==> src/hdl/stu_pkg.sv <==
// package of constants and carrier types for the station timing unit
package stu_pkg;
  localparam int unsigned CLK_HZ          = 16800000;
  localparam int unsigned TXREF_DIV       = 7;
  localparam int unsigned TXREF_HIGH      = 4;
  localparam int unsigned TICK_HALF_US    = 7500;
  localparam int unsigned TICK_HALF_CYC   = CLK_HZ / 1000 * TICK_HALF_US / 1000;
  localparam int unsigned MARK_GAP_CYC    = 8;
  localparam int unsigned WINDOW_CYC      = 64;
  localparam int unsigned ALIGN_NEEDED    = 2;
  localparam int unsigned ADDR_W          = 4;
  localparam int unsigned DATA_W          = 8;
  localparam logic [3:0]  ADDR_CTRL       = 4'h0;
  localparam logic [3:0]  ADDR_STATUS     = 4'h1;
  localparam logic [3:0]  ADDR_WINLEN     = 4'h2;
  localparam int unsigned CTRL_RUN_BIT    = 0;
  localparam int unsigned CTRL_PROG_BIT   = 1;
  localparam logic [7:0]  CTRL_RESET      = 8'h00;
  localparam logic [7:0]  WINLEN_RESET    = 8'h40;

  typedef struct packed {
    logic mark;
    logic mark_window;
    logic tick_15ms;
    logic tick_7p5ms;
  } stu_timing_type;

  typedef struct packed {
    logic              cs;
    logic              wr;
    logic              rd;
    logic [ADDR_W-1:0] addr;
    logic [DATA_W-1:0] wdata;
  } stu_dsp_req_type;
endpackage

==> src/hdl/stu_timing_unit.sv <==
// station timing unit: mark recovery, frame ticks, reference, gate qualify
`timescale 1ns/1ps
module stu_timing_unit
  import stu_pkg::*;
#(
  parameter int unsigned HALF_CYC = TICK_HALF_CYC,
  parameter int unsigned GAP_CYC  = MARK_GAP_CYC
) (
  // clock and reset
  input  wire logic            core_clk_i,
  input  wire logic            rst_i,
  // site reference and loop status
  input  wire logic            site_ref_i,
  input  wire logic            ref_stable_i,
  input  wire logic            loop_align_i,
  // receive processor control port
  input  wire stu_dsp_req_type dsp_req_i,
  output logic [DATA_W-1:0]    dsp_rdata_o,
  // timing outputs to processors
  output stu_timing_type       tx_timing_o,
  output stu_timing_type       rx0_timing_o,
  output stu_timing_type       rx1_timing_o,
  // exciter reference and loop gate
  output logic                 txref_o,
  output logic                 gate_en_o
);
  localparam int CW = $clog2(HALF_CYC + 1);

  // control registers
  logic [7:0]     ctrl_q;
  logic [7:0]     ctrl_d;
  logic [7:0]     winlen_q;
  logic [7:0]     winlen_d;
  logic [7:0]     rdata_q;
  logic [7:0]     rdata_d;
  logic           run;
  // mark recovery
  logic           ref_d1_q;
  logic           ref_d1_d;
  logic [7:0]     quiet_q;
  logic [7:0]     quiet_d;
  logic           mark_q;
  logic           mark_d;
  logic           seen_q;
  logic           seen_d;
  // ticks and window
  logic [CW-1:0]  half_q;
  logic [CW-1:0]  half_d;
  logic           phase_q;
  logic           phase_d;
  logic           t15_q;
  logic           t15_d;
  logic           t75_q;
  logic           t75_d;
  logic [7:0]     win_q;
  logic [7:0]     win_d;
  logic           winout_q;
  logic           winout_d;
  // gate qualify
  logic [1:0]     align_q;
  logic [1:0]     align_d;
  logic           al_d1_q;
  logic           al_d1_d;
  logic           gate_q;
  logic           gate_d;
  stu_timing_type tim;

  // one decode for every register write strobe
  function automatic logic wr_hit(
    input stu_dsp_req_type   req,
    input logic [ADDR_W-1:0] addr
  );
    return req.cs && req.wr && (req.addr == addr);
  endfunction

  always_comb begin
    run = ctrl_q[CTRL_RUN_BIT];
    ctrl_d   = ctrl_q;
    winlen_d = winlen_q;
    rdata_d  = rdata_q;
    if (wr_hit(dsp_req_i, ADDR_CTRL)) begin
      ctrl_d = dsp_req_i.wdata;
    end
    if (wr_hit(dsp_req_i, ADDR_WINLEN)) begin
      winlen_d = dsp_req_i.wdata;
    end
    if (dsp_req_i.cs && dsp_req_i.rd) begin
      case (dsp_req_i.addr)
        ADDR_CTRL:   rdata_d = ctrl_q;
        ADDR_STATUS: rdata_d = {3'h0, gate_q, align_q, seen_q, phase_q};
        ADDR_WINLEN: rdata_d = winlen_q;
        default:     rdata_d = 8'h00;
      endcase
    end
  end

  // mark is a gap in the 5 MHz carrier; a rising edge after a quiet run ends it
  always_comb begin
    ref_d1_d = site_ref_i;
    quiet_d  = quiet_q;
    mark_d   = 1'b0;
    seen_d   = seen_q;
    if (site_ref_i != ref_d1_q) begin
      quiet_d = 8'h00;
      if (site_ref_i && quiet_q >= 8'(GAP_CYC)) begin
        mark_d = run;
        seen_d = seen_q | run;
      end
    end else if (quiet_q != 8'hff) begin
      quiet_d = quiet_q + 8'h01;
    end
  end

  always_comb begin
    half_d  = half_q;
    phase_d = phase_q;
    t15_d   = 1'b0;
    t75_d   = 1'b0;
    if (mark_d) begin
      half_d  = '0;
      phase_d = 1'b0;
      t15_d   = 1'b1;
      t75_d   = 1'b1;
    end else if (seen_q) begin
      if (half_q == CW'(HALF_CYC - 1)) begin
        half_d  = '0;
        phase_d = ~phase_q;
        t75_d   = 1'b1;
        t15_d   = phase_q;
      end else begin
        half_d = half_q + CW'(1);
      end
    end
    win_d    = mark_d ? winlen_q : (win_q != 8'h00 ? win_q - 8'h01 : 8'h00);
    winout_d = mark_d || (win_q > 8'h01);
  end

  // count rising edges of the alignment indication; two needed before closing
  always_comb begin
    al_d1_d = loop_align_i;
    align_d = align_q;
    if (!ref_stable_i || !ctrl_q[CTRL_PROG_BIT]) begin
      align_d = 2'h0;
    end else if (loop_align_i && !al_d1_q && align_q != 2'(ALIGN_NEEDED)) begin
      align_d = align_q + 2'h1;
    end
    gate_d = ref_stable_i && ctrl_q[CTRL_PROG_BIT]
             && (align_q == 2'(ALIGN_NEEDED));
  end

  always_ff @(posedge core_clk_i) begin
    if (rst_i) begin
      ctrl_q   <= CTRL_RESET;
      winlen_q <= WINLEN_RESET;
      rdata_q  <= 8'h00;
    end else begin
      ctrl_q   <= ctrl_d;
      winlen_q <= winlen_d;
      rdata_q  <= rdata_d;
    end
  end

  always_ff @(posedge core_clk_i) begin
    if (rst_i) begin
      ref_d1_q <= 1'b0;
      quiet_q  <= 8'h00;
      mark_q   <= 1'b0;
      seen_q   <= 1'b0;
    end else begin
      ref_d1_q <= ref_d1_d;
      quiet_q  <= quiet_d;
      mark_q   <= mark_d;
      seen_q   <= seen_d;
    end
  end

  always_ff @(posedge core_clk_i) begin
    if (rst_i) begin
      half_q   <= '0;
      phase_q  <= 1'b0;
      t15_q    <= 1'b0;
      t75_q    <= 1'b0;
      win_q    <= 8'h00;
      winout_q <= 1'b0;
    end else begin
      half_q   <= half_d;
      phase_q  <= phase_d;
      t15_q    <= t15_d;
      t75_q    <= t75_d;
      win_q    <= win_d;
      winout_q <= winout_d;
    end
  end

  always_ff @(posedge core_clk_i) begin
    if (rst_i) begin
      align_q  <= 2'h0;
      al_d1_q  <= 1'b0;
      gate_q   <= 1'b0;
    end else begin
      align_q  <= align_d;
      al_d1_q  <= al_d1_d;
      gate_q   <= gate_d;
    end
  end

  assign tim = '{mark: mark_q, mark_window: winout_q, tick_15ms: t15_q, tick_7p5ms: t75_q};
  // same flops fan out to all three processors so they stay in step
  assign tx_timing_o  = tim;
  assign rx0_timing_o = tim;
  assign rx1_timing_o = tim;
  assign dsp_rdata_o  = rdata_q;
  assign gate_en_o    = gate_q;

  stu_div7 #(
    .DIV (TXREF_DIV)
  ) u_div7 (
    .core_clk_i (core_clk_i),
    .rst_i      (rst_i),
    .txref_o    (txref_o)
  );
endmodule

==> src/hdl/stu_div7.sv <==
// free-running divide-by-seven transmitter reference
`timescale 1ns/1ps
module stu_div7
  import stu_pkg::*;
#(
  parameter int unsigned DIV = TXREF_DIV
) (
  // clock and reset
  input  wire logic core_clk_i,
  input  wire logic rst_i,
  // reference out
  output logic      txref_o
);
  logic [2:0] cnt_q;
  logic [2:0] cnt_d;
  logic       ref_q;
  logic       ref_d;

  always_comb begin
    cnt_d = (cnt_q == 3'(DIV - 1)) ? 3'h0 : cnt_q + 3'h1;
    ref_d = (cnt_d < 3'(TXREF_HIGH));
  end

  // no gating by mark state, so the exciter reference never drops out
  always_ff @(posedge core_clk_i) begin
    if (rst_i) begin
      // start one short of wrap so the first high phase is full length
      cnt_q <= 3'(DIV - 1);
      ref_q <= 1'b0;
    end else begin
      cnt_q <= cnt_d;
      ref_q <= ref_d;
    end
  end

  assign txref_o = ref_q;
endmodule

==> config.mk <==
export PLATFORM = sky130hd
export DESIGN_NAME = stu_timing_unit
export DESIGN_NICKNAME = d
export VERILOG_FILES = /design/src/hdl/stu_pkg.sv /design/src/hdl/stu_timing_unit.sv /design/src/hdl/stu_div7.sv
export SDC_FILE = /design/constraint.sdc
export NUM_CORES = 1
export LEC_CHECK = 0
export ABC_AREA = 1
export BUFFER_PORTS_ARGS = -buffer_cell sky130_fd_sc_hd__buf_4
export CORE_ASPECT_RATIO = 1.1
export CORE_MARGIN = 1
export CORE_UTILIZATION = 55
export CTS_CLUSTER_DIAMETER = 80
export DETAILED_ROUTE_END_ITERATION = 10
export PLACE_DENSITY = 0.79
export SLEW_MARGIN = 0
export SYNTH_ARGS = -nofsm -noshare
export SYNTH_HDL_FRONTEND = slang
export SYNTH_SLANG_ARGS = --single-unit
==> constraint.sdc <==
create_clock -name core_clk_i -period 1.9 [get_ports core_clk_i]
set_input_delay 0.285 -clock core_clk_i [delete_from_list [all_inputs] [get_ports core_clk_i]]
set_output_delay 0.285 -clock core_clk_i [all_outputs]
set_load 0.01 [all_outputs]
### Word-level counts from Yosys, hierarchy flattened

Cells that the tools add are included.
Widths: inputs -> output; s select.

* reductions and logical operators: 21
* bitwise logic cells: 2
* shift operators: 0
* multiplexer cells: 13
* $lt $le $gt $ge: 3
* multipliers: 0
* $add $sub $neg: 5
* equal/unequal tests: 8
* divide/modulo/power cells: 0

Operators by type and width (count)
* $pmux 8 s3: 1
* $add 17x1->17 const B: 1
* $eq 17x17->1 const B: 1
* $mux 17: 1
* $mux 8: 2
* $logic_and 1x1->1: 9
* $add 8x1->8 const B: 1
* $ge 8x4->1 const B: 1
* $gt 8x1->1 const B: 1
* $mux 1: 8
* $ne 8x8->1 const B: 1
* $reduce_bool 8->1: 1
* $sub 8x1->8 const B: 1
* $reduce_or 2->1: 3
* $eq 4x1->1 const B: 1
* $eq 4x2->1 const B: 1
* $logic_not 4->1: 1
* $reduce_and 2->1: 2
* $add 3x1->3 const B: 1
* $eq 3x3->1 const B: 1
* $logic_not 1->1: 3
* $lt 3x3->1 const B: 1
* $mux 3: 1
* $add 2x1->2 const B: 1
* other kinds (6): 7

* bits in registers: 72
* memory bits (read-only): 0
* memory bits (writable): 0
* memories: 0
* output and inout bits: 22
* latch bits: 0

### Logic depth before layout (Yosys ltp)

* depth in word-level cells: 5
* mapped depth: 9
* gate-level depth less buffers: 9

### Cells and area by module

A second synthesis with hierarchy kept.

* cells, all modules: 473
* area total of the unflattened synthesis: 3417.0 sq um

By module, submodules not included
* stu_timing_unit: area each 3270.6 sq um, cells each 454, sequential area each 1361.3 sq um, times used 1
* stu_div7: area each 146.4 sq um, cells each 19, sequential area each 80.1 sq um, times used 1

### Worst setup path after synthesis

Ideal clock, no wire load.

* path type: register -> register
* from: reg quiet_q[0]
* to: reg quiet_q[0]
* slack: 0.627 ns
* arrival: 1.160 ns
* period minus slack after synthesis: 1.273 ns
* cell stages (with the launch flop): 7
* setup time: 0.113 ns
* path buffers: 0
* path through: dfxtp_1 ha_1 nand2_1 nor3_4 nand3_4 nor2_1 nor2_1

* word-level cells in the longest chain between the ends: 1

RTL lines
* start: declaration: line stu_timing_unit.sv:40 `logic [7:0] quiet_q;`
* start signal: assignment: line stu_timing_unit.sv:171 `quiet_q <= quiet_d;`
* $add 8x1->8 / $ne 8x8->1 (equally long branches): line stu_timing_unit.sv:110, stu_timing_unit.sv:109

Parallel ways exist; a longest one is shown, timed or not.
A chain may end at the register's enable or synchronous reset.

### Worst setup path in the final report

Ends and elaborated chain as after synthesis.

==> flow_summary.toml <==
[cells_and_area]
fillers = 524
seq_area_mm2 = 0.00144
nets = 546
fin_util_pct = 65.0
multi_input_area_mm2 = 0.00178
n_antenna_cell = 0
drive_gt1_share_pct = 18.9
syn_to_final_growth_pct = 12.3
fin_cells = 604

[sta]
max_freq_ghz = 0.688
whs_ps = 163
finalMaxSlewViolations = 0
period_needed_ps = 1450
rsz0062_at_grt = "false"
setup_violations = 0
final_hold_viol_count = 0
worstMarginPinSlew_ps = 523
fin_setup_tns_ps = 0
finalClockSkew_ps = 9.17
slew-limit-headroom_pct = 65.1
post-route-period-util_pct = 76.5

[logic_synthesis]
synth-seq-cells = 72
yosys.area.top_type = "dfxtp_1"
synthTopCellsByArea = "dfxtp_1 40%, nand2_1 11%, nand3_1 6.3%"
syn-cell-area_mm2 = 0.00363
synthFlopType = "dfxtp_1"
yosysMostFrequentCell = "nand2_1"
syn-num-nets = 515
yosysSeqAreaShare_pct = 39.7
syn_inst = 488
synth_edf_count = 0
yosys.area.top_type_share_pct = 39.7
synthArstFlopShare_pct = 0
synthTopCellsByCount = "104 x nand2_1, 72 x dfxtp_1, 57 x inv_1"
ys_warn_count = 0
synth_cell_types = 39
syn_area_per_cell_um2 = 7.44

[setup_path]
path_max_fanout = 9
reg2reg_slack_ps = 450
crit_top_cell = "nor2_1"
r2r-end = "quiet_q[0]"
start_kind = "register"
slowest_delay_ps = 430
rr_worst_depth = 6
crit_type = "reg -> reg"
cp-end-kind = "register"
required_ps = 2140
crit_chain = "ha_1 -> nand2_1 -> nor3_4 -> nand3_4 -> nor2_1 -> nor2_1"
startpoint = "quiet_q[0]"
cp_data_arrival_time_ps = 1690
reg2reg_from = "quiet_q[0]"
critPathCapture = "quiet_q[0]"
cp_slowest_cell = "dfxtp_1"

[global_route]
grt.total_usage_pct = 23.3
grt_antenna_before_repair = 0
grt_overflow = 0
grt_first_pass_wirelength_um = 12700
grt_max_degree = 23
grt_pass1_vias = 2935

[cts]
ctsHoldBuffers = 0
clk_pin_slew_ps = 70
clk_path_buf_depth = 2
cts_setup_buffers = 0
clock_sink_count = 72
clk_latency_ps = 350
cts_buffers = 9
htree_levels = 3
cts_tree = "built"
cts_resized = 0
cts-root-buf = "clkbuf_8"

[placed_design]
dp_hpwl_um = 5560
dp.cells = 588
gp_congestion = 0.848
port_buffers = 41

[pwr]
leakagePower_nw = 1.75
power_frac_seq_pct = 46.7
power.internal_mw = 2.51
powerDensity_mw_per_mm2 = 866
clockPowerShare_pct = 34.4
ir_drop_mv = 0.543
switchingPower_mw = 1.02
switching_share_pct = 28.9
combPwrFrac_pct = 18.9

[die]
ios = 42
num_rows = 30
die_area_mm2 = 0.00693
core_area_mm2 = 0.00627
die_x_um = 79.4
start_util_pct = 57.9
fp.dieH_um = 87.2

[routing]
vias = 3105
routed_wl_um = 7390
firstDrtPassIters = 4
vias_per_cell = 5.14
drtAntennaViolNets = 0
wl_per_cell_um = 12.2
drt_iter0_markers = 148
drc = 0

[run]
maxCapViolCount = 0

[min_path]
hold_path_class = "in -> reg"

[outcome]
status = "complete, no violations"
kinds of logic (layout without fill, tap and decap cells):
family                     after synthesis  count (layout)  synth area share (%)
DFF                                     72              72                  39.7
xor gates and xnor gates                10              10                  2.41
adders and majority gates                7               7                  2.41
AOI/OAI and AO/OA                       68              68                  11.1
buffers and inverters                   85             121                  11.3
and+or+nand+nor                        246             246                  33.1
metal layers:
| metal | GRT usage [%] | vias up | share of wire (%) |
|---|---|---|---|
| met3 | 3.35 | 10 | 3.2 |
| met1 | 28.7 | 1412 | 47 |
| met4 | 11.2 | 0 | 1.7 |
| met5 | 0 | - | 0 |
| met2 | 39.8 | 65 | 48 |
| li1 | - | 1618 | - |
metrics by stage:
stage	power, mW	cell area [um^2]	worst slack [ps]
final	3.53	4070	446
after global routing	3.72	4070	330
after CTS	3.56	4070	454
after detailed placement	2.35	3870	368
after global placement	2.33	3870	419
after floorplan	2.20	3630	627
worst min-delay path by stage:
stage / depth (start not counted) / startpoint / end / slack, ps
after CTS: 3 / loop_align_i / al_d1_q / 150
final: 3 / loop_align_i / al_d1_q / 160
after floorplan: 2 / site_ref_i / ref_d1_q / 390
after detailed placement: 2 / ctrl_q[3] / ctrl_q[3] / 460
after global placement: 2 / ctrl_q[3] / ctrl_q[3] / 460
after global routing: 3 / site_ref_i / ref_d1_q / 160
state kept, by name (all words and copies together) (netlist names), 2 cells and up:
name,cells
align_q,2
ctrl_q,8
dsp_rdata_o,8
half_q,17
quiet_q,8
u_div7.cnt_q,3
win_q,8
winlen_q,8
area by class of cell:
class / instances / area share, %
Clock buffer: 12 / 3.56
Clock inverter: 4 / 1.32
Inverter: 63 / 5.90
Multi-Input combinational cell: 331 / 43.6
Sequential cell: 72 / 35.4
Tap cell: 80 / 2.46
Timing Repair Buffer: 42 / 7.74
cells in the final DEF, fill, tap and decap left out, types with 2 or more instances in the layout:
cell type	n
nand2_2	6
o211ai_1	2
o21ai_2	5
clkinvlp_4	2
a31oi_1	3
buf_4	42
nand2_4	5
ha_1	7
o21ai_0	15
xor2_1	8
nor2_4	3
nor2_1	47
nor2_8	2
nor2_2	4
nand4_1	13
dfxtp_1	72
o21bai_1	4
inv_2	2
a21oi_2	5
clkbuf_1	2
a21oi_1	29
nand3_2	2
or2_2	3
clkinv_1	2
clkbuf_8	10
xnor2_1	2
inv_1	57
o21ai_1	4
nor3_1	5
nand3_1	46
nand2_1	104
power groups by stage:
stage / registers, mW / clock network (mW) / logic [mW]
floorplan: 1.67 / 0 / 0.529
global placement: 1.68 / 0 / 0.651
detailed placement: 1.68 / 0 / 0.666
CTS: 1.65 / 1.24 / 0.673
global route: 1.66 / 1.29 / 0.771
finish: 1.65 / 1.22 / 0.666
worst max-delay path: cells and delay by family, from the launching register on:
kind	cells	cell delay (ps)
adders and majority gates	1	190
and+or+nand+nor	5	740
DFF	1	430
Note: power is estimated with default switching activity, not from simulation.
